<file path="src/pkg/tcsc_map.vh">
// Register map, field positions and reset values of the timer compare
// status and control block. Assumes a 4-bit word address on the plain port.
// Notes on behaviour
// - Triggered mode, reinit set: second trigger reloads, continues
// - Triggered mode, reinit clear: second trigger pauses, third resumes
// - Quadrature mode: direction bit 1 up, 0 down
// - Direction invert control inverts the direction bit
// - Bit 8 reads zero, writes ignored
// - Interrupt when match two flag and enable set
// - Interrupt when match one flag and enable set
// - Match two flag sticky until zero written
// - Match one flag sticky until zero written
// - Second preload select: never, match one, match two
// - First preload select: never, match one, match two
// - Second preload value is read/write storage
`ifndef TCSC_MAP_VH
`define TCSC_MAP_VH

// Word offsets on the register port
`define TCSC_OFF_CMP1       4'h0
`define TCSC_OFF_CMP2       4'h1
`define TCSC_OFF_PLD1       4'h2
`define TCSC_OFF_PLD2       4'h3
`define TCSC_OFF_MODE       4'h4
`define TCSC_OFF_COUNT      4'h5
`define TCSC_OFF_EVT_STAT   4'h6
`define TCSC_OFF_EVT_MASK   4'h7
`define TCSC_OFF_LOAD       4'h8
`define TCSC_OFF_CSCTRL     4'hA

// Compare status and control field positions
`define TCSC_BIT_REINIT     10
`define TCSC_BIT_UP         9
`define TCSC_BIT_RSVD       8
`define TCSC_BIT_M2_EN      7
`define TCSC_BIT_M1_EN      6
`define TCSC_BIT_M2_FLAG    5
`define TCSC_BIT_M1_FLAG    4
`define TCSC_SEL2_HI        3
`define TCSC_SEL2_LO        2
`define TCSC_SEL1_HI        1
`define TCSC_SEL1_LO        0

// Mode register fields
`define TCSC_MODE_HI        2
`define TCSC_MODE_LO        0
`define TCSC_BIT_DIR_INV    3

// Count mode codes
`define TCSC_CM_OFF         3'b000
`define TCSC_CM_QUAD        3'b100
`define TCSC_CM_TRIG        3'b110

// Preload select codes
`define TCSC_SEL_NEVER      2'b00
`define TCSC_SEL_ON_M1      2'b01
`define TCSC_SEL_ON_M2      2'b10

// Event status bits
`define TCSC_EVT_M1         0
`define TCSC_EVT_M2         1
`define TCSC_EVT_RELOAD     2
`define TCSC_EVT_PAUSE      3

// Reset values
`define TCSC_RST_WORD       16'h0000
`define TCSC_RST_EVT        4'h0
`define TCSC_RST_MODE       3'b000

`endif

</file>
<file path="src/hdl/tcsc_cmp_slot.v">
// One compare register with its preload register.
// Assumes writes and copy strobes are on mclk_i and one cycle long.
`timescale 1ns/10ps
`include "tcsc_map.vh"

module tcsc_cmp_slot #(
  parameter WIDTH = 16
) (
  // Clock and reset
  input  wire             mclk_i,
  input  wire             rst_i,
  // Software writes
  input  wire [WIDTH-1:0] wdata_i,
  input  wire             cmp_we_i,
  input  wire             pld_we_i,
  // Copy preload into compare
  input  wire             copy_i,
  // Stored values
  output reg  [WIDTH-1:0] cmp_o,
  output reg  [WIDTH-1:0] pld_o
);

  // Compare value; a software write wins over a copy in the same cycle
  always @(posedge mclk_i) begin
    if (rst_i) begin
      cmp_o <= `TCSC_RST_WORD;
    end else if (cmp_we_i) begin
      cmp_o <= wdata_i;
    end else if (copy_i) begin
      cmp_o <= pld_o;
    end
  end

  // Preload value, plain read/write storage
  always @(posedge mclk_i) begin
    if (rst_i) begin
      pld_o <= `TCSC_RST_WORD;
    end else if (pld_we_i) begin
      pld_o <= wdata_i;
    end
  end

endmodule // tcsc_cmp_slot

</file>
<file path="src/hdl/tcsc_top.v">
// Compare status and control of one timer channel with a minimal counter,
// two compare/preload slots, triggered and quadrature handling.
// Assumes count pulses and triggers come from logic on mclk_i, one cycle long.
`timescale 1ns/10ps
`include "tcsc_map.vh"

module tcsc_top #(
  parameter WIDTH = 16
) (
  // Clock and reset
  input  wire             mclk_i,
  input  wire             rst_i,
  // Register port
  input  wire [3:0]       addr_i,
  input  wire [WIDTH-1:0] wdata_i,
  input  wire             wr_i,
  input  wire             rd_i,
  output reg  [WIDTH-1:0] rdata_o,
  // Channel events
  input  wire             cnt_up_i,
  input  wire             cnt_dn_i,
  input  wire             trig_i,
  // Channel results
  output reg  [WIDTH-1:0] count_o,
  output reg              match_one_o,
  output reg              match_two_o,
  output reg              irq_o
);

  // Triggered count states, one-hot
  localparam [2:0] ST_IDLE = 3'b001;
  localparam [2:0] ST_RUN  = 3'b010;
  localparam [2:0] ST_HOLD = 3'b100;

  // Preload select decode, used by both slots
  function sel_hit;
    input [1:0] sel;
    input       m1;
    input       m2;
    begin
      sel_hit = ((sel == `TCSC_SEL_ON_M1) & m1) | ((sel == `TCSC_SEL_ON_M2) & m2);
    end
  endfunction

  // Control and status state
  reg [2:0]       mode_r;
  reg             dir_inv_r;
  reg             reinit_r;
  reg             m1_en_r;
  reg             m2_en_r;
  reg             m1_flag_r;
  reg             m2_flag_r;
  reg [1:0]       sel1_r;
  reg [1:0]       sel2_r;
  reg             up_last_r;
  reg [WIDTH-1:0] load_r;
  reg [3:0]       evt_stat_r;
  reg [3:0]       evt_mask_r;
  reg [2:0]       state_r;
  reg [2:0]       state_nxt;

  // Combinational results
  reg [WIDTH-1:0] count_nxt;
  reg             step;
  reg             reload;
  reg             pause;
  reg [WIDTH-1:0] rd_val;

  wire            wr_cs;
  wire            wr_mode;
  wire            wr_load;
  wire            wr_mask;
  wire            rd_stat;
  wire            quad_mode;
  wire            trig_mode;
  wire            running;
  wire            m1_hit;
  wire            m2_hit;
  wire [1:0]      cmp_we;
  wire [1:0]      pld_we;
  wire [1:0]      copy;
  wire [WIDTH-1:0] cmp_w [0:1];
  wire [WIDTH-1:0] pld_w [0:1];
  wire [3:0]      evt_set;
  wire [WIDTH-1:0] cs_word;

  // Address decode for writes and the clearing read
  assign wr_cs   = wr_i && (addr_i == `TCSC_OFF_CSCTRL);
  assign wr_mode = wr_i && (addr_i == `TCSC_OFF_MODE);
  assign wr_load = wr_i && (addr_i == `TCSC_OFF_LOAD);
  assign wr_mask = wr_i && (addr_i == `TCSC_OFF_EVT_MASK);
  assign rd_stat = rd_i && (addr_i == `TCSC_OFF_EVT_STAT);

  assign cmp_we[0] = wr_i && (addr_i == `TCSC_OFF_CMP1);
  assign cmp_we[1] = wr_i && (addr_i == `TCSC_OFF_CMP2);
  assign pld_we[0] = wr_i && (addr_i == `TCSC_OFF_PLD1);
  assign pld_we[1] = wr_i && (addr_i == `TCSC_OFF_PLD2);

  assign quad_mode = (mode_r == `TCSC_CM_QUAD);
  assign trig_mode = (mode_r == `TCSC_CM_TRIG);

  // Counting is only allowed in a live state; triggered mode needs a start
  assign running = (mode_r != `TCSC_CM_OFF) && (!trig_mode || (state_r == ST_RUN));

  // Retrigger decode, kept apart from the sequencer: the sequencer reads the
  // match path, which itself depends on the reload, so one process for both
  // would close a combinational loop
  always @* begin
    reload = 1'b0;
    pause  = 1'b0;
    if (trig_mode && (state_r == ST_RUN) && trig_i) begin
      if (reinit_r) begin
        reload = 1'b1;
      end else begin
        pause  = 1'b1;
      end
    end
  end

  // Triggered count sequencing
  always @* begin
    state_nxt = state_r;
    if (!trig_mode) begin
      state_nxt = ST_IDLE;
    end else begin
      case (state_r)
        ST_IDLE: begin
          if (trig_i) begin
            state_nxt = ST_RUN;
          end
        end
        ST_RUN: begin
          // A retrigger with reinit set reloads and stays in RUN
          if (trig_i && reinit_r) begin
            state_nxt = ST_RUN;
          end else if (trig_i) begin
            state_nxt = ST_HOLD;
          end else if (m1_hit) begin
            state_nxt = ST_IDLE;
          end
        end
        ST_HOLD: begin
          if (trig_i) begin
            state_nxt = ST_RUN;
          end
        end
        default: begin
          state_nxt = ST_IDLE;
        end
      endcase
    end
  end

  // Next count; up and down together cancel, a reload overrides a step
  always @* begin
    count_nxt = count_o;
    step      = 1'b0;
    if (reload) begin
      count_nxt = load_r;
    end else if (running && (cnt_up_i ^ cnt_dn_i)) begin
      step = 1'b1;
      if (cnt_up_i) begin
        count_nxt = count_o + {{(WIDTH-1){1'b0}}, 1'b1};
      end else begin
        count_nxt = count_o - {{(WIDTH-1){1'b0}}, 1'b1};
      end
    end
  end

  // A match is a count step landing on a compare value
  assign m1_hit = step && (count_nxt == cmp_w[0]);
  assign m2_hit = step && (count_nxt == cmp_w[1]);

  assign copy[0] = sel_hit(sel1_r, m1_hit, m2_hit);
  assign copy[1] = sel_hit(sel2_r, m1_hit, m2_hit);

  // Two compare/preload slots
  genvar g;
  generate
    for (g = 0; g < 2; g = g + 1) begin : gen_slot
      tcsc_cmp_slot #(
        .WIDTH (WIDTH)
      ) u_slot (
        .mclk_i   (mclk_i),
        .rst_i    (rst_i),
        .wdata_i  (wdata_i),
        .cmp_we_i (cmp_we[g]),
        .pld_we_i (pld_we[g]),
        .copy_i   (copy[g]),
        .cmp_o    (cmp_w[g]),
        .pld_o    (pld_w[g])
      );
    end
  endgenerate

  // Counter, state and match pulses
  always @(posedge mclk_i) begin
    if (rst_i) begin
      state_r     <= ST_IDLE;
      count_o     <= `TCSC_RST_WORD;
      match_one_o <= 1'b0;
      match_two_o <= 1'b0;
    end else begin
      state_r     <= state_nxt;
      count_o     <= count_nxt;
      match_one_o <= m1_hit;
      match_two_o <= m2_hit;
    end
  end

  // Last count direction; held while not counting in quadrature mode
  always @(posedge mclk_i) begin
    if (rst_i) begin
      up_last_r <= 1'b0;
    end else if (quad_mode && step) begin
      up_last_r <= cnt_up_i ^ dir_inv_r;
    end
  end

  // Mode, invert and load registers
  always @(posedge mclk_i) begin
    if (rst_i) begin
      mode_r    <= `TCSC_RST_MODE;
      dir_inv_r <= 1'b0;
      load_r    <= `TCSC_RST_WORD;
    end else begin
      if (wr_mode) begin
        mode_r    <= wdata_i[`TCSC_MODE_HI:`TCSC_MODE_LO];
        dir_inv_r <= wdata_i[`TCSC_BIT_DIR_INV];
      end
      if (wr_load) begin
        load_r <= wdata_i;
      end
    end
  end

  // Writable control fields of the status and control word
  always @(posedge mclk_i) begin
    if (rst_i) begin
      reinit_r <= 1'b0;
      m1_en_r  <= 1'b0;
      m2_en_r  <= 1'b0;
      sel1_r   <= `TCSC_SEL_NEVER;
      sel2_r   <= `TCSC_SEL_NEVER;
    end else if (wr_cs) begin
      reinit_r <= wdata_i[`TCSC_BIT_REINIT];
      m2_en_r  <= wdata_i[`TCSC_BIT_M2_EN];
      m1_en_r  <= wdata_i[`TCSC_BIT_M1_EN];
      sel2_r   <= wdata_i[`TCSC_SEL2_HI:`TCSC_SEL2_LO];
      sel1_r   <= wdata_i[`TCSC_SEL1_HI:`TCSC_SEL1_LO];
    end
  end

  // Sticky match flags; a match in the clearing cycle keeps the flag set
  always @(posedge mclk_i) begin
    if (rst_i) begin
      m1_flag_r <= 1'b0;
      m2_flag_r <= 1'b0;
    end else begin
      m1_flag_r <= m1_hit | (m1_flag_r & ~(wr_cs & ~wdata_i[`TCSC_BIT_M1_FLAG]));
      m2_flag_r <= m2_hit | (m2_flag_r & ~(wr_cs & ~wdata_i[`TCSC_BIT_M2_FLAG]));
    end
  end

  // Event status: sticky, cleared by reading it, set wins over the read
  assign evt_set[`TCSC_EVT_M1]     = m1_hit;
  assign evt_set[`TCSC_EVT_M2]     = m2_hit;
  assign evt_set[`TCSC_EVT_RELOAD] = reload;
  assign evt_set[`TCSC_EVT_PAUSE]  = pause;

  always @(posedge mclk_i) begin
    if (rst_i) begin
      evt_stat_r <= `TCSC_RST_EVT;
      evt_mask_r <= `TCSC_RST_EVT;
    end else begin
      evt_stat_r <= evt_set | (rd_stat ? 4'h0 : evt_stat_r);
      if (wr_mask) begin
        evt_mask_r <= wdata_i[3:0];
      end
    end
  end

  // Interrupt level, registered so the pin has no decode glitches
  always @(posedge mclk_i) begin
    if (rst_i) begin
      irq_o <= 1'b0;
    end else begin
      irq_o <= (m2_en_r & m2_flag_r)
             | (m1_en_r & m1_flag_r)
             | (|(evt_stat_r & evt_mask_r));
    end
  end

  // Status and control word; bit 8 and the upper bits are held at zero
  assign cs_word = {{(WIDTH-11){1'b0}},
                    reinit_r,
                    up_last_r,
                    1'b0,
                    m2_en_r,
                    m1_en_r,
                    m2_flag_r,
                    m1_flag_r,
                    sel2_r,
                    sel1_r};

  // Read multiplexer; unmapped addresses read as zero
  always @* begin
    rd_val = {WIDTH{1'b0}};
    if (addr_i == `TCSC_OFF_CMP1) begin
      rd_val = cmp_w[0];
    end else if (addr_i == `TCSC_OFF_CMP2) begin
      rd_val = cmp_w[1];
    end else if (addr_i == `TCSC_OFF_PLD1) begin
      rd_val = pld_w[0];
    end else if (addr_i == `TCSC_OFF_PLD2) begin
      rd_val = pld_w[1];
    end else if (addr_i == `TCSC_OFF_MODE) begin
      rd_val = {{(WIDTH-4){1'b0}}, dir_inv_r, mode_r};
    end else if (addr_i == `TCSC_OFF_COUNT) begin
      rd_val = count_o;
    end else if (addr_i == `TCSC_OFF_EVT_STAT) begin
      rd_val = {{(WIDTH-4){1'b0}}, evt_stat_r};
    end else if (addr_i == `TCSC_OFF_EVT_MASK) begin
      rd_val = {{(WIDTH-4){1'b0}}, evt_mask_r};
    end else if (addr_i == `TCSC_OFF_LOAD) begin
      rd_val = load_r;
    end else if (addr_i == `TCSC_OFF_CSCTRL) begin
      rd_val = cs_word;
    end
  end

  // Read data stand for the one cycle after the strobe, zero otherwise
  always @(posedge mclk_i) begin
    if (rst_i) begin
      rdata_o <= `TCSC_RST_WORD;
    end else if (rd_i) begin
      rdata_o <= rd_val;
    end else begin
      rdata_o <= `TCSC_RST_WORD;
    end
  end

endmodule // tcsc_top

</file>
<file path="config.mk">
export PLATFORM = sky130hd
export DESIGN_NAME = tcsc_top
export DESIGN_NICKNAME = d
export VERILOG_FILES = /design/src/hdl/tcsc_cmp_slot.v /design/src/hdl/tcsc_top.v
export VERILOG_INCLUDE_DIRS = /design/src /design/src/pkg
export SDC_FILE = /design/constraint.sdc
export NUM_CORES = 1
export LEC_CHECK = 0
export BUFFER_PORTS_ARGS = -buffer_cell sky130_fd_sc_hd__buf_4
export CORE_MARGIN = 4
export CORE_UTILIZATION = 30
export CTS_CLUSTER_SIZE = 40
export DETAILED_ROUTE_END_ITERATION = 10
export SETUP_SLACK_MARGIN = 0.4
export SYNTH_ARGS = -nofsm -noshare
export SYNTH_HDL_FRONTEND = slang
export SYNTH_SLANG_ARGS = --single-unit
</file>
<file path="constraint.sdc">
create_clock -name mclk_i -period 5.72 [get_ports mclk_i]
set_input_delay 1.144 -clock mclk_i [delete_from_list [all_inputs] [get_ports mclk_i]]
set_output_delay 1.144 -clock mclk_i [all_outputs]
set_load 0.02 [all_outputs]
</file>
After elaboration in Yosys (flattened, before gate mapping)
Index checks and enable logic that the tools add are counted.
Widths: inputs -> output; s select.
{"block": "word_totals", "register_bits": 140, "output_inout_bits": 35, "wordCells": 130}
{"block": "classes", "add_sub_neg": 2, "eq_ne": 22, "n_mux": 29, "n_bitwise": 26, "reduce_logical": 28}
{"operator": "$mux 16", "count": 16}
{"operator": "$eq 16x16->1", "count": 2}
{"operator": "$logic_and 1x1->1", "count": 17}
{"operator": "$add 16x1->16 const B", "count": 1}
{"operator": "$eq 4x3->1 const B", "count": 4}
{"operator": "$sub 16x1->16 const B", "count": 1}
{"operator": "$mux 3", "count": 4}
{"operator": "$mux 11", "count": 1}
{"operator": "$and 1x1->1", "count": 10}
{"operator": "$eq 3x3->1 const B", "count": 3}
{"operator": "$eq 4x2->1 const B", "count": 2}
{"operator": "$eq 4x4->1 const B", "count": 2}
{"operator": "$mux 1", "count": 6}
{"operator": "$not 1->1", "count": 6}
{"operator": "$or 1x1->1", "count": 6}
{"operator": "$pmux 3 s2", "count": 1}
{"operator": "$reduce_or 2->1", "count": 3}
{"operator": "$and 4x4->4", "count": 1}
{"operator": "$eq 2x1->1 const B", "count": 2}
{"operator": "$eq 2x2->1 const B", "count": 2}
{"operator": "$eq 4x1->1 const B", "count": 1}
{"operator": "$logic_not 4->1", "count": 1}
{"operator": "$mux 4", "count": 1}
{"operator": "$ne 4x3->1 const B", "count": 1}
{"operator": "other kinds (11)", "count": 13}

Depth between registers and ports, before layout
Gate-level depths: netlist of the first run.
{"block": "logic_depth", "ltp_word": 13, "mapped_depth": 17, "ltp_nobuf": 12}

Modules after synthesis
Synthesis of the first run repeated with hierarchy kept, for this count alone.
{"block": "unflattened", "cells_unflattened": 976, "hier_area_um2": 8229.1}
{"mod": "tcsc_top", "n_inst": 1, "cells_each": 732, "area_per_inst_um2": 5489.0}
{"mod": "tcsc_cmp_slot", "n_inst": 2, "cells_each": 122, "area_per_inst_um2": 1370.1}

Worst setup path after synthesis of the first run
No wires, ideal clock.
{"block": "synth_timing", "kind": "input port to flip-flop", "startpoint": "in cnt_up_i", "endpoint": "reg gen_slot[1].u_slot.cmp_o[11]", "setup_ns": 0.126, "arrival_ns": 4.589, "path_slack_ns": 1.005, "path_stages": 16, "n_path_buf": 4, "cell_sequence": "buf_2 -> inv_1 -> ha_1 -> nor2b_1 -> o21a_1 -> o211a_1 -> o211ai_1 -> mux2_2 -> a2111o_1 -> nor4_2 -> a41o_1 -> buf_2 -> or2_1 -> buf_6 -> buf_8 -> a21oi_2"}
{"block": "synth_via", "elab_chain_len": 9, "word_cells_on_any_way": 15}
{"element": "start: declaration", "line_no": "tcsc_top.v:20", "rtl": "input wire cnt_up_i,"}
{"element": "$xor 1x1->1", "line_no": "tcsc_top.v:160", "rtl": "end else if (running && (cnt_up_i ^ cnt_dn_i)) begin"}
{"element": "$logic_and 1x1->1", "line_no": "tcsc_top.v:160"}
{"element": "$mux 16", "line_no": "tcsc_top.v:160"}
{"element": "$mux 16", "line_no": "tcsc_top.v:158", "rtl": "if (reload) begin"}
{"element": "$eq 16x16->1 (on tied branches)", "line_no": "tcsc_top.v:171, tcsc_top.v:172"}
{"element": "$logic_and 1x1->1 (on tied branches)", "line_no": "tcsc_top.v:171, tcsc_top.v:172"}
{"element": "$and 1x1->1", "line_no": "tcsc_top.v:41", "rtl": "sel_hit = ((sel == `TCSC_SEL_ON_M1) & m1) | ((sel == `TCSC_SEL_ON_M2) & m2);"}
{"element": "$or 1x1->1 (*)", "line_no": "tcsc_top.v:41"}
{"element": "$reduce_bool 2->1 (no source line) (*)"}
{"element": "end signal: assignment", "line_no": "tcsc_cmp_slot.v:26", "rtl": "cmp_o <= `TCSC_RST_WORD;"}
{"element": "end signal: assignment", "line_no": "tcsc_cmp_slot.v:28", "rtl": "cmp_o <= wdata_i;"}
{"element": "end signal: assignment", "line_no": "tcsc_cmp_slot.v:30", "rtl": "cmp_o <= pld_o;"}
{"element": "end: declaration", "line_no": "tcsc_cmp_slot.v:19", "rtl": "output reg [WIDTH-1:0] cmp_o,"}
Every way passes the cells marked *; elsewhere a longest branch is shown, timed or not.
A chain may end at the register's enable or synchronous reset.

Final worst setup path of the first run
{"block": "layout_timing", "startpoint": "in cnt_up_i", "endpoint": "reg gen_slot[0].u_slot.cmp_o[4]"}
{"block": "layout_via", "elab_chain_len": 9, "word_cells_on_any_way": 15}
{"element": "$xor 1x1->1", "line_no": "tcsc_top.v:160"}
{"element": "$logic_and 1x1->1", "line_no": "tcsc_top.v:160"}
{"element": "$mux 16", "line_no": "tcsc_top.v:160"}
{"element": "$mux 16", "line_no": "tcsc_top.v:158"}
{"element": "$eq 16x16->1 (on tied branches)", "line_no": "tcsc_top.v:171, tcsc_top.v:172"}
{"element": "$logic_and 1x1->1 (on tied branches)", "line_no": "tcsc_top.v:171, tcsc_top.v:172"}
{"element": "$and 1x1->1", "line_no": "tcsc_top.v:41"}
{"element": "$or 1x1->1 (*)", "line_no": "tcsc_top.v:41"}
{"element": "$reduce_bool 2->1 (no source line) (*)"}
{"element": "end signal: assignment", "line_no": "tcsc_cmp_slot.v:26"}
{"element": "end signal: assignment", "line_no": "tcsc_cmp_slot.v:28"}
{"element": "end signal: assignment", "line_no": "tcsc_cmp_slot.v:30"}
{"element": "end: declaration", "line_no": "tcsc_cmp_slot.v:19"}
Marked as above.

==> summary.txt, run 1 <==
Worst slew pin tran -> 1.28 ns
Die area -> 0.0310 mm²
Status -> completed
YS warnings -> 0
Layout cells sized above 1 -> 15.6%
PnR worst setup slack -> 0.764 ns
Min-Delay Path Class -> reg2reg
Tmin final -> 4.96 ns
Largest family of logic cells by synthesized area -> compound AO/OA/AOI/OAI gates
Cell count after synthesis -> 1045
CTS tree -> built
Final GP Congestion -> 0.931
Top sig layer -> met4
Complex-gate fraction of the synthesized area -> 26.9%
Max FO, Critical Path -> 17
Hold Path Origin -> gen_slot[0].u_slot.pld_o[7]
Clk buf depth -> 2
Syn_area_per_cell -> 8.11 µm²
Effective utilization at floorplan -> 30.4%
Main flop type after synthesis -> dfxtp_1
Drt pass-1 iters -> 5
Total power per unit cell area -> 248 mW/mm²
RSZ-0062 raised after global routing -> no
Die width -> 176 µm
Total global routing overflow -> 0
Max-cap violations -> 0
Dpl ws -> 0.384 ns
Root Buffer -> clkbuf_16
Area delta synth->final -> 16.4%
Vias per cell -> 5.67
Dpl cell area -> 0.00925 mm²
Top post-synthesis cells by area -> dfxtp_1 (33%), mux2i_1 (8.5%), a21oi_1 (7.0%)
Vias -> 8318
GRT Total Usage -> 19.6%
Net count, final -> 1119
DRT antenna net count -> 0
Final clock skew -> 0.0159 ns
Final Max Tran Viols -> 0
Synth cell types -> 89
Seq cells post-synth -> 140
Placed wire-length estimate -> 23000 µm
Die Y -> 176 µm
Final wirelength -> 30700 µm
Share of flip-flops with an asynchronous set or reset -> 0%
Slew headroom -> 13.9%
Commonest non-fill, non-tap cell in the layout -> nand2_1
First-pass GRT wire length -> 47200 µm
Via count of the first global-routing pass -> 7774
Setup crit end kind -> flip-flop
Num ports -> 62
N_diodes -> 0
Area of the mapped netlist -> 0.00848 mm²
Residual DRC -> 0
Hold Path Stages -> 2
Hold slack -> 0.470 ns
CTS Sinks -> 140
Highest clock rate -> 202 MHz
Crit Reg-Reg Startpoint -> state_r[1]
Post-Synth Simple-Gate Area -> 20.2%
Hold Buf Count CTS -> 0
Required time of the critical path -> 6.03 ns
Metal-1 WL -> 13100 µm
H-tree Lvls -> 4
Number of synthesized flops with an enable pin -> 0
Fin. Hold Viols -> 0
Seq/Total Area, Yosys -> 33.1%
Worst VDD drop -> 0.000223 V
Post-synth net total -> 1087
Worst-skew pair later-pin latency -> 0.44 ns
Routed WL per cell -> 20.9 µm
Final instance area -> 0.00987 mm²
Initial DRC count -> 892
Reg-to-reg slack, setup -> 1.64 ns
Layout fillers -> 2930
Total negative slack -> 0 ns
Post-CTS setup buffer count -> 0
Synth top area share -> 33.1%
Fin crit share -> 86.6%
Num rows -> 61
Routed wl met3 -> 2230 µm
CTS Buf Count -> 17
Startpoint types -> primary input
Synth Area in Adders -> 2.30%
R2R Path End -> match_one_o
Reg2reg path depth -> 10
Critical path class -> in2reg
PortBufs -> 61
Mux cell area share after synthesis -> 10.5%
Clock-pin slew on the worst setup and hold paths -> 0.06 ns
Xor and xnor area share after synthesis -> 2.39%
Leak -> 3.97 nW
Initial antenna violation count -> 0
Final setup fails -> 0
Post-cts sizing count -> 0
Worst endpoint data arrival time -> 5.27 ns
Core area -> 0.0279 mm²
Area leader, netlist -> dfxtp_1
Worst Hold Path EP -> gen_slot[0].u_slot.pld_o[7]
Leading cell types in the layout, fill and taps excluded -> nand2_1 (152), dfxtp_1 (140), a21oi_1 (119), buf_4 (78), mux2i_1 (72)
Met2 Routed Length -> 14200 µm
Largest net degree at the start of global routing -> 59
-- routing by layer --
metal	up-vias	track usage (%)
met5	-	0
met4	0	8.15
met3	86	4.20
met2	341	31.3
met1	3990	25.6
li1	3901	-
-- per-stage QoR --
| step | std cells | util [%] | power (mW) |
|---|---|---|---|
| finish | 1468 | 35.4 | 2.45 |
| global route | 1468 | 35.4 | 2.53 |
| CTS | 1468 | 35.4 | 2.47 |
| detailed placement | 1436 | 33.2 | 1.28 |
| global placement | 1436 | 33.2 | 1.27 |
| floorplan | 1045 | - | 1.19 |
-- where the power goes --
part	leakage, nW	switching (mW)	internal, mW
clock network	0.294	0.493	0.702
registers	1.13	0.0190	0.989
logic	2.54	0.163	0.0868
-- registers in the layout, indices dropped and copies added (netlist names), 2 cells and up --
name,flops
load_r,16
gen_slot.u_slot.pld_o,32
rdata_o,16
evt_stat_r,4
sel1_r,2
count_o,16
evt_mask_r,4
mode_r,3
sel2_r,2
state_r,3
gen_slot.u_slot.cmp_o,32
-- worst max-delay path, cell delays in order --
cell and delay (ns):
buf_4 0.15, inv_1 0.44, ha_1 0.35, a211oi_1 0.44
o21ai_1 0.23, a211oi_1 0.38, mux2i_1 0.34, nor2_1 0.10
a2111o_1 0.41, nor4_2 0.38, a41o_1 0.38, or2_1 0.14
buf_4 0.26, a21oi_1 0.10
-- cells by family after synthesis --
family	after synthesis
multiplexers	87
buffers and inverters	93
adder cells (fa/ha/maj)	15
AO/OA/AOI/OAI	339
XOR/XNOR	20
flip-flops	140
AND/OR/NAND/NOR	351
-- Yosys cell counts (all sizes together) (6+ instances only) --
master  count
a211oi     13
a21boi      8
a21oi     139
a221oi      7
a22oi      15
and2       11
and3       11
buf        20
clkbuf     45
dfxtp     140
ha         14
inv        26
mux2       15
mux2i      72
nand2     152
nand2b      7
nand3      20
nor2       71
nor2b      11
nor3       15
nor3b       6
nor4        9
o211ai      7
o21a        6
o21ai      54
o221a       6
o22ai       9
o31ai      33
or3         8
or4         6
xnor2       9
xor2        9
-- worst max-delay path by stage --
| stage | from | end | slack, ns | cells after the start |
|---|---|---|---|---|
| after floorplan | cnt_up_i | gen_slot[1].u_slot.cmp_o[11] | 1.00 | 16 |
| after global placement | cnt_up_i | gen_slot[0].u_slot.cmp_o[2] | 0.46 | 14 |
| after detailed placement | cnt_up_i | gen_slot[0].u_slot.cmp_o[4] | 0.38 | 14 |
| after CTS | cnt_up_i | gen_slot[0].u_slot.cmp_o[4] | 0.81 | 14 |
| after global routing | cnt_up_i | gen_slot[0].u_slot.cmp_o[2] | 0.48 | 14 |
| final | cnt_up_i | gen_slot[0].u_slot.cmp_o[4] | 0.76 | 14 |
-- area by class of cell --
type	count	area, µm²	area share (%)
timing repair buffer	78	586	5.93
clock buffer	17	425	4.31
clock inverter	15	200	2.03
inverter	28	105	1.06
tap	378	473	4.79
multi-input combinational	812	5280	53.5
sequential	140	2800	28.4
(Power assumes the default switching activity.)
==> inputs of run 2 (changes only) <==
--- a/config.mk
+++ b/config.mk
@@ -6,6 +6,7 @@
 export SDC_FILE = /design/constraint.sdc
 export NUM_CORES = 1
 export LEC_CHECK = 0
+export ABC_AREA = 1
 export BUFFER_PORTS_ARGS = -buffer_cell sky130_fd_sc_hd__buf_4
 export CORE_MARGIN = 4
 export CORE_UTILIZATION = 30
==> summary.txt, run 2 <==
Status -> completed
Reg-to-reg slack, setup -> 2.16 ns
Seq cells post-synth -> 140
Seq/Total Area, Yosys -> 34.3%
Total power per unit cell area -> 250 mW/mm²
Critical path class -> in2reg
Leading cell types in the layout, fill and taps excluded -> nand2_1 (339), nor2_1 (158), inv_1 (149), dfxtp_1 (140), o21ai_0 (139)
Worst endpoint data arrival time -> 4.31 ns
Net count, final -> 1356
Area leader, netlist -> dfxtp_1
Layout cells sized above 1 -> 10.8%
Sw Share -> 26.3%
Total global routing overflow -> 0
Area of the mapped netlist -> 0.00817 mm²
Die width -> 173 µm
Worst-skew pair later-pin latency -> 0.43 ns
Count leader, synth -> nand2_1
Largest net degree at the start of global routing -> 57
H-tree Lvls -> 4
Reg2reg path depth -> 20
Leak -> 4.27 nW
Post-CTS setup buffer count -> 0
Placed wire-length estimate -> 20200 µm
Crit path to -> gen_slot[0].u_slot.cmp_o[7]
Num ports -> 62
Comb pwr share -> 11.2%
N_diodes -> 0
Area delta synth->final -> 14.9%
Startpoint types -> primary input
Main flop type after synthesis -> dfxtp_1
Final setup fails -> 0
Fin crit share -> 69.8%
Vias per cell -> 5.01
Total negative slack -> 0 ns
Most common library cells after synthesis -> nand2_1 (339), nor2_1 (158), inv_1 (150)
Final instance area -> 0.00938 mm²
CTS Sinks -> 140
Clk buf depth -> 2
RSZ-0062 raised after global routing -> no
Fin. Hold Viols -> 0
Clock-pin slew on the worst setup and hold paths -> 0.06 ns
CTS Buf Count -> 17
Die area -> 0.0299 mm²
Root Buffer -> clkbuf_16
Via count of the first global-routing pass -> 7741
Highest clock rate -> 251 MHz
Final wirelength -> 26700 µm
Post-synth net total -> 1322
Core area -> 0.0269 mm²
Final Max Tran Viols -> 0
Min-Delay Path Class -> reg2reg
Worst VDD drop -> 0.000131 V
Crit Reg-Reg Startpoint -> count_o[0]
Setup crit end kind -> flip-flop
Max-cap violations -> 0
YS warnings -> 0
Biggest regs -> gen_slot.u_slot.cmp_o x32, gen_slot.u_slot.pld_o x32
Cell count after synthesis -> 1280
Required time of the critical path -> 6.04 ns
Vias -> 8342
Part of the power in registers -> 43.4%
Initial DRC count -> 839
Hold Buf Count CTS -> 0
Tmin final -> 3.99 ns
Drt pass-1 iters -> 7
Syn_area_per_cell -> 6.38 µm²
Post-cts sizing count -> 0
Internal power -> 1.73 mW
PortBufs -> 61
Top post-synthesis cells by area -> dfxtp_1 (34%), nand2_1 (16%), o21ai_0 (8.5%)
Slew headroom -> 6.77%
Final GP Congestion -> 0.907
Effective utilization at floorplan -> 30.4%
Die Y -> 173 µm
Synth top area share -> 34.3%
GRT Total Usage -> 17.6%
Worst slew pin tran -> 1.39 ns
Initial antenna violation count -> 0
Routed WL per cell -> 16.0 µm
Share of flip-flops with an asynchronous set or reset -> 0%
Number of synthesized flops with an enable pin -> 0
Max FO, Critical Path -> 32
CTS tree -> built
Residual DRC -> 0
First-pass GRT wire length -> 42300 µm
Final clock skew -> 0.0110 ns
Worst setup path start -> cnt_up_i
DRT antenna net count -> 0
Clk pwr share -> 45.5%
Synth cell types -> 45
Commonest non-fill, non-tap cell in the layout -> nand2_1
Dpl cell area -> 0.00883 mm²
R2R Path End -> gen_slot[0].u_slot.cmp_o[7]
Num rows -> 60
P_sw -> 0.617 mW
[run 2: power by group through the flow]
stage	clock (mW)	sequential (mW)	combinational, mW
after CTS	1.08	1.02	0.260
after global placement	0	1.04	0.257
final	1.07	1.02	0.261
after detailed placement	0	1.04	0.259
after global routing	1.13	1.02	0.294
after floorplan	0	1.04	0.171
[run 2: through the flow]
stage | setup WS, ns | utilization [%] | cells | hold WS, ns | total power [mW]
after floorplan | 2.21 | - | 1280 | 0.444 | 1.21
after global placement | 1.36 | 32.9 | 1636 | 0.456 | 1.29
after detailed placement | 1.31 | 32.9 | 1636 | 0.459 | 1.30
after CTS | 1.75 | 34.9 | 1666 | 0.467 | 2.35
after global routing | 1.33 | 34.9 | 1666 | 0.494 | 2.44
final | 1.73 | 34.9 | 1666 | 0.471 | 2.34
[run 2: final cells by class]
type                    instances  area, µm²
multi-input cells             933       4520
repair buffers                 66        495
inverters                     156        589
well taps                     341        427
clock inverters                 8       95.1
fillers                      2905      17500
flip-flops and latches        140       2800
clock buffers                  22        454
[run 2: worst min path at each step]
| stage | depth (start not counted) | slack (ns) | startpoint | to |
|---|---|---|---|---|
| after floorplan | 2 | 0.44 | gen_slot[0].u_slot.pld_o[14] | gen_slot[0].u_slot.pld_o[14] |
| after global placement | 2 | 0.46 | gen_slot[0].u_slot.pld_o[6] | gen_slot[0].u_slot.pld_o[6] |
| after detailed placement | 2 | 0.46 | gen_slot[0].u_slot.pld_o[9] | gen_slot[0].u_slot.pld_o[9] |
| after CTS | 2 | 0.47 | gen_slot[0].u_slot.pld_o[9] | gen_slot[0].u_slot.pld_o[9] |
| after global routing | 2 | 0.49 | gen_slot[0].u_slot.pld_o[4] | gen_slot[0].u_slot.pld_o[4] |
| final | 2 | 0.47 | gen_slot[0].u_slot.pld_o[9] | gen_slot[0].u_slot.pld_o[9] |
[run 2: layer usage]
layer  part of all wire [%]  track usage [%]  vias to the layer above
li1                       -                -                     4205
met1                     48             24.7                     3837
met2                     44             27.6                      266
met3                    5.6             3.19                       34
met4                    2.0             5.35                        0
met5                      0                0                        -
[run 2: cell families after synthesis]
kind of cell             synth area share, %
AO/OA/AOI/OAI                           17.4
buffers and inverters                   10.4
XOR/XNOR                               0.322
adder cells (fa/ha/maj)                 2.39
AND/OR/NAND/NOR                         35.2
flip-flops                              34.3
[run 2: worst max-delay path: stages]
cell and delay (ns):
buf_4 0.14, inv_2 0.26, ha_1 0.35, nand2_1 0.13
inv_1 0.05, a21oi_1 0.25, inv_1 0.07, a21oi_1 0.16
nand2_1 0.07, nand2_1 0.06, nand3_1 0.07, nand2_1 0.16
nand2_1 0.09, nand2_1 0.06, nand2_1 0.05, nor2_1 0.25
nand4_1 0.16, nand3_2 0.49, nand2_1 0.13, nand2_1 0.09
nor2_1 0.05
==> inputs of run 3 (changes only) <==
==> constraint.sdc (replaced) <==
create_clock -name mclk_i -period 3.72 [get_ports mclk_i]
set_input_delay 0.744 -clock mclk_i [delete_from_list [all_inputs] [get_ports mclk_i]]
set_output_delay 0.744 -clock mclk_i [all_outputs]
set_load 0.02 [all_outputs]
==> summary.txt, run 3 (synthesis results as in run 2) <==
Clock-pin slew on the worst setup and hold paths -> 0.06 ns
Biggest regs -> gen_slot.u_slot.cmp_o x32, gen_slot.u_slot.pld_o x32
PortBufs -> 61
Residual DRC -> 0
Max-cap violations -> 0
Worst endpoint data arrival time -> 3.39 ns
Final setup fails -> 0
Startpoint types -> primary input
Core area -> 0.0269 mm²
Setup crit end kind -> flip-flop
Required time of the critical path -> 4.04 ns
Dpl cell area -> 0.00902 mm²
Root Buffer -> clkbuf_16
GRT Total Usage -> 17.5%
Num rows -> 60
Leak -> 4.39 nW
Area delta synth->final -> 18.8%
Final GP Congestion -> 0.941
Effective utilization at floorplan -> 30.4%
DRT antenna net count -> 0
Via count of the first global-routing pass -> 7626
Highest clock rate -> 326 MHz
Net count, final -> 1375
Leading cell types in the layout, fill and taps excluded -> nand2_1 (336), nor2_1 (156), inv_1 (149), o21ai_0 (139), dfxtp_1 (139)
Max FO, Critical Path -> 17
Reg2reg path depth -> 21
Total power per unit cell area -> 382 mW/mm²
Initial antenna violation count -> 0
Drt pass-1 iters -> 5
Part of the power in registers -> 42.1%
Clk pwr share -> 46.5%
Final wirelength -> 26900 µm
Total power draw -> 3.71 mW
Final instance area -> 0.00970 mm²
Critical path class -> in2reg
Comb pwr share -> 11.4%
Tmin final -> 3.07 ns
Die Y -> 173 µm
Internal power -> 2.68 mW
Slew headroom -> 40.8%
Status -> completed
Min-Delay Path Class -> reg2reg
CTS Buf Count -> 17
Initial DRC count -> 777
Commonest non-fill, non-tap cell in the layout -> nand2_1
Vias per cell -> 4.96
Total global routing overflow -> 0
Num ports -> 62
Hold Buf Count CTS -> 0
RSZ-0062 raised after global routing -> no
Total negative slack -> 0 ns
H-tree Lvls -> 4
First-pass GRT wire length -> 42000 µm
CTS tree -> built
P_sw -> 1.03 mW
Placed wire-length estimate -> 20600 µm
CTS Sinks -> 140
Worst-skew pair later-pin latency -> 0.43 ns
Final clock skew -> 0.00925 ns
Worst VDD drop -> 0.000224 V
Sw Share -> 27.9%
Routed WL per cell -> 16.0 µm
Fin. Hold Viols -> 0
N_diodes -> 0
Final Max Tran Viols -> 0
Clk buf depth -> 2
Layout cells sized above 1 -> 13.4%
Hold Path Stages -> 2
Die area -> 0.0299 mm²
Vias -> 8364
Fin crit share -> 82.5%
Die width -> 173 µm
Worst slew pin tran -> 0.886 ns
Largest net degree at the start of global routing -> 53
run 3: area by class of cell:
class | instances | area [µm²]
clock buffer | 17 | 425
clock inverter | 15 | 165
fill | 2869 | 17200
inverter | 156 | 597
multi-input combinational | 933 | 4590
sequential | 140 | 2800
tap | 341 | 427
timing repair buffer | 85 | 692
run 3: path summary, 6_finish.rpt:
check	startpoint	to	slack, ns
min	gen_slot[0].u_slot.pld_o[9]	gen_slot[0].u_slot.pld_o[9]	0.47
max	cnt_up_i	gen_slot[1].u_slot.cmp_o[14]	0.65
min reg2reg	gen_slot[0].u_slot.pld_o[9]	gen_slot[0].u_slot.pld_o[9]	0.47
max reg2reg	count_o[0]	gen_slot[1].u_slot.cmp_o[14]	0.74
run 3: power groups by stage:
stage / Combinational [mW] / Clock, mW / Sequential, mW
CTS: 0.412 / 1.75 / 1.56
global route: 0.474 / 1.81 / 1.56
global placement: 0.406 / 0 / 1.59
detailed placement: 0.410 / 0 / 1.59
finish: 0.423 / 1.72 / 1.56
floorplan: 0.263 / 0 / 1.59
run 3: layer usage:
layer | part of all wire, % | GRT usage (%) | wire (µm)
met2 | 44 | 27.3 | 11900
met4 | 2.2 | 5.62 | 584
met1 | 49 | 24.6 | 13200
met3 | 4.9 | 3.13 | 1310
met5 | 0 | 0 | 0
run 3: timing repair:
| action | in CTS | in global routing |
|---|---|---|
| resized for setup | 0 | 20 |
| setup buffers | 0 | 0 |
| endpoints found under the setup margin | 0 | 39 |
run 3: critical path, stage by stage:
cell	delay (ns)
buf_4	0.16
inv_8	0.08
buf_4	0.16
ha_1	0.30
nand3_1	0.12
nand2_1	0.11
nand2_1	0.09
nand2_1	0.12
nand2_1	0.10
nand2_1	0.05
nand2_1	0.05
nand3_1	0.08
nand2_1	0.13
nand2_1	0.10
nand2_1	0.07
nand3_1	0.12
nor2_4	0.20
nand4_4	0.16
nand3_4	0.14
buf_12	0.16
nand2_1	0.06
nand2_1	0.05
nor2_1	0.04
run 3: stage by stage:
step           hold WS [ns]  util [%]  setup WS, ns  cells
6_report              0.467      36.1         0.650   1687
3_3_place_gp          0.453      33.6        0.0403   1655
3_5_place_dp          0.459      33.6       -0.0126   1655
4_1_cts               0.469      35.8         0.423   1687
2_1_floorplan         0.444         -         0.612   1280
5_1_grt               0.497      36.1         0.406   1687
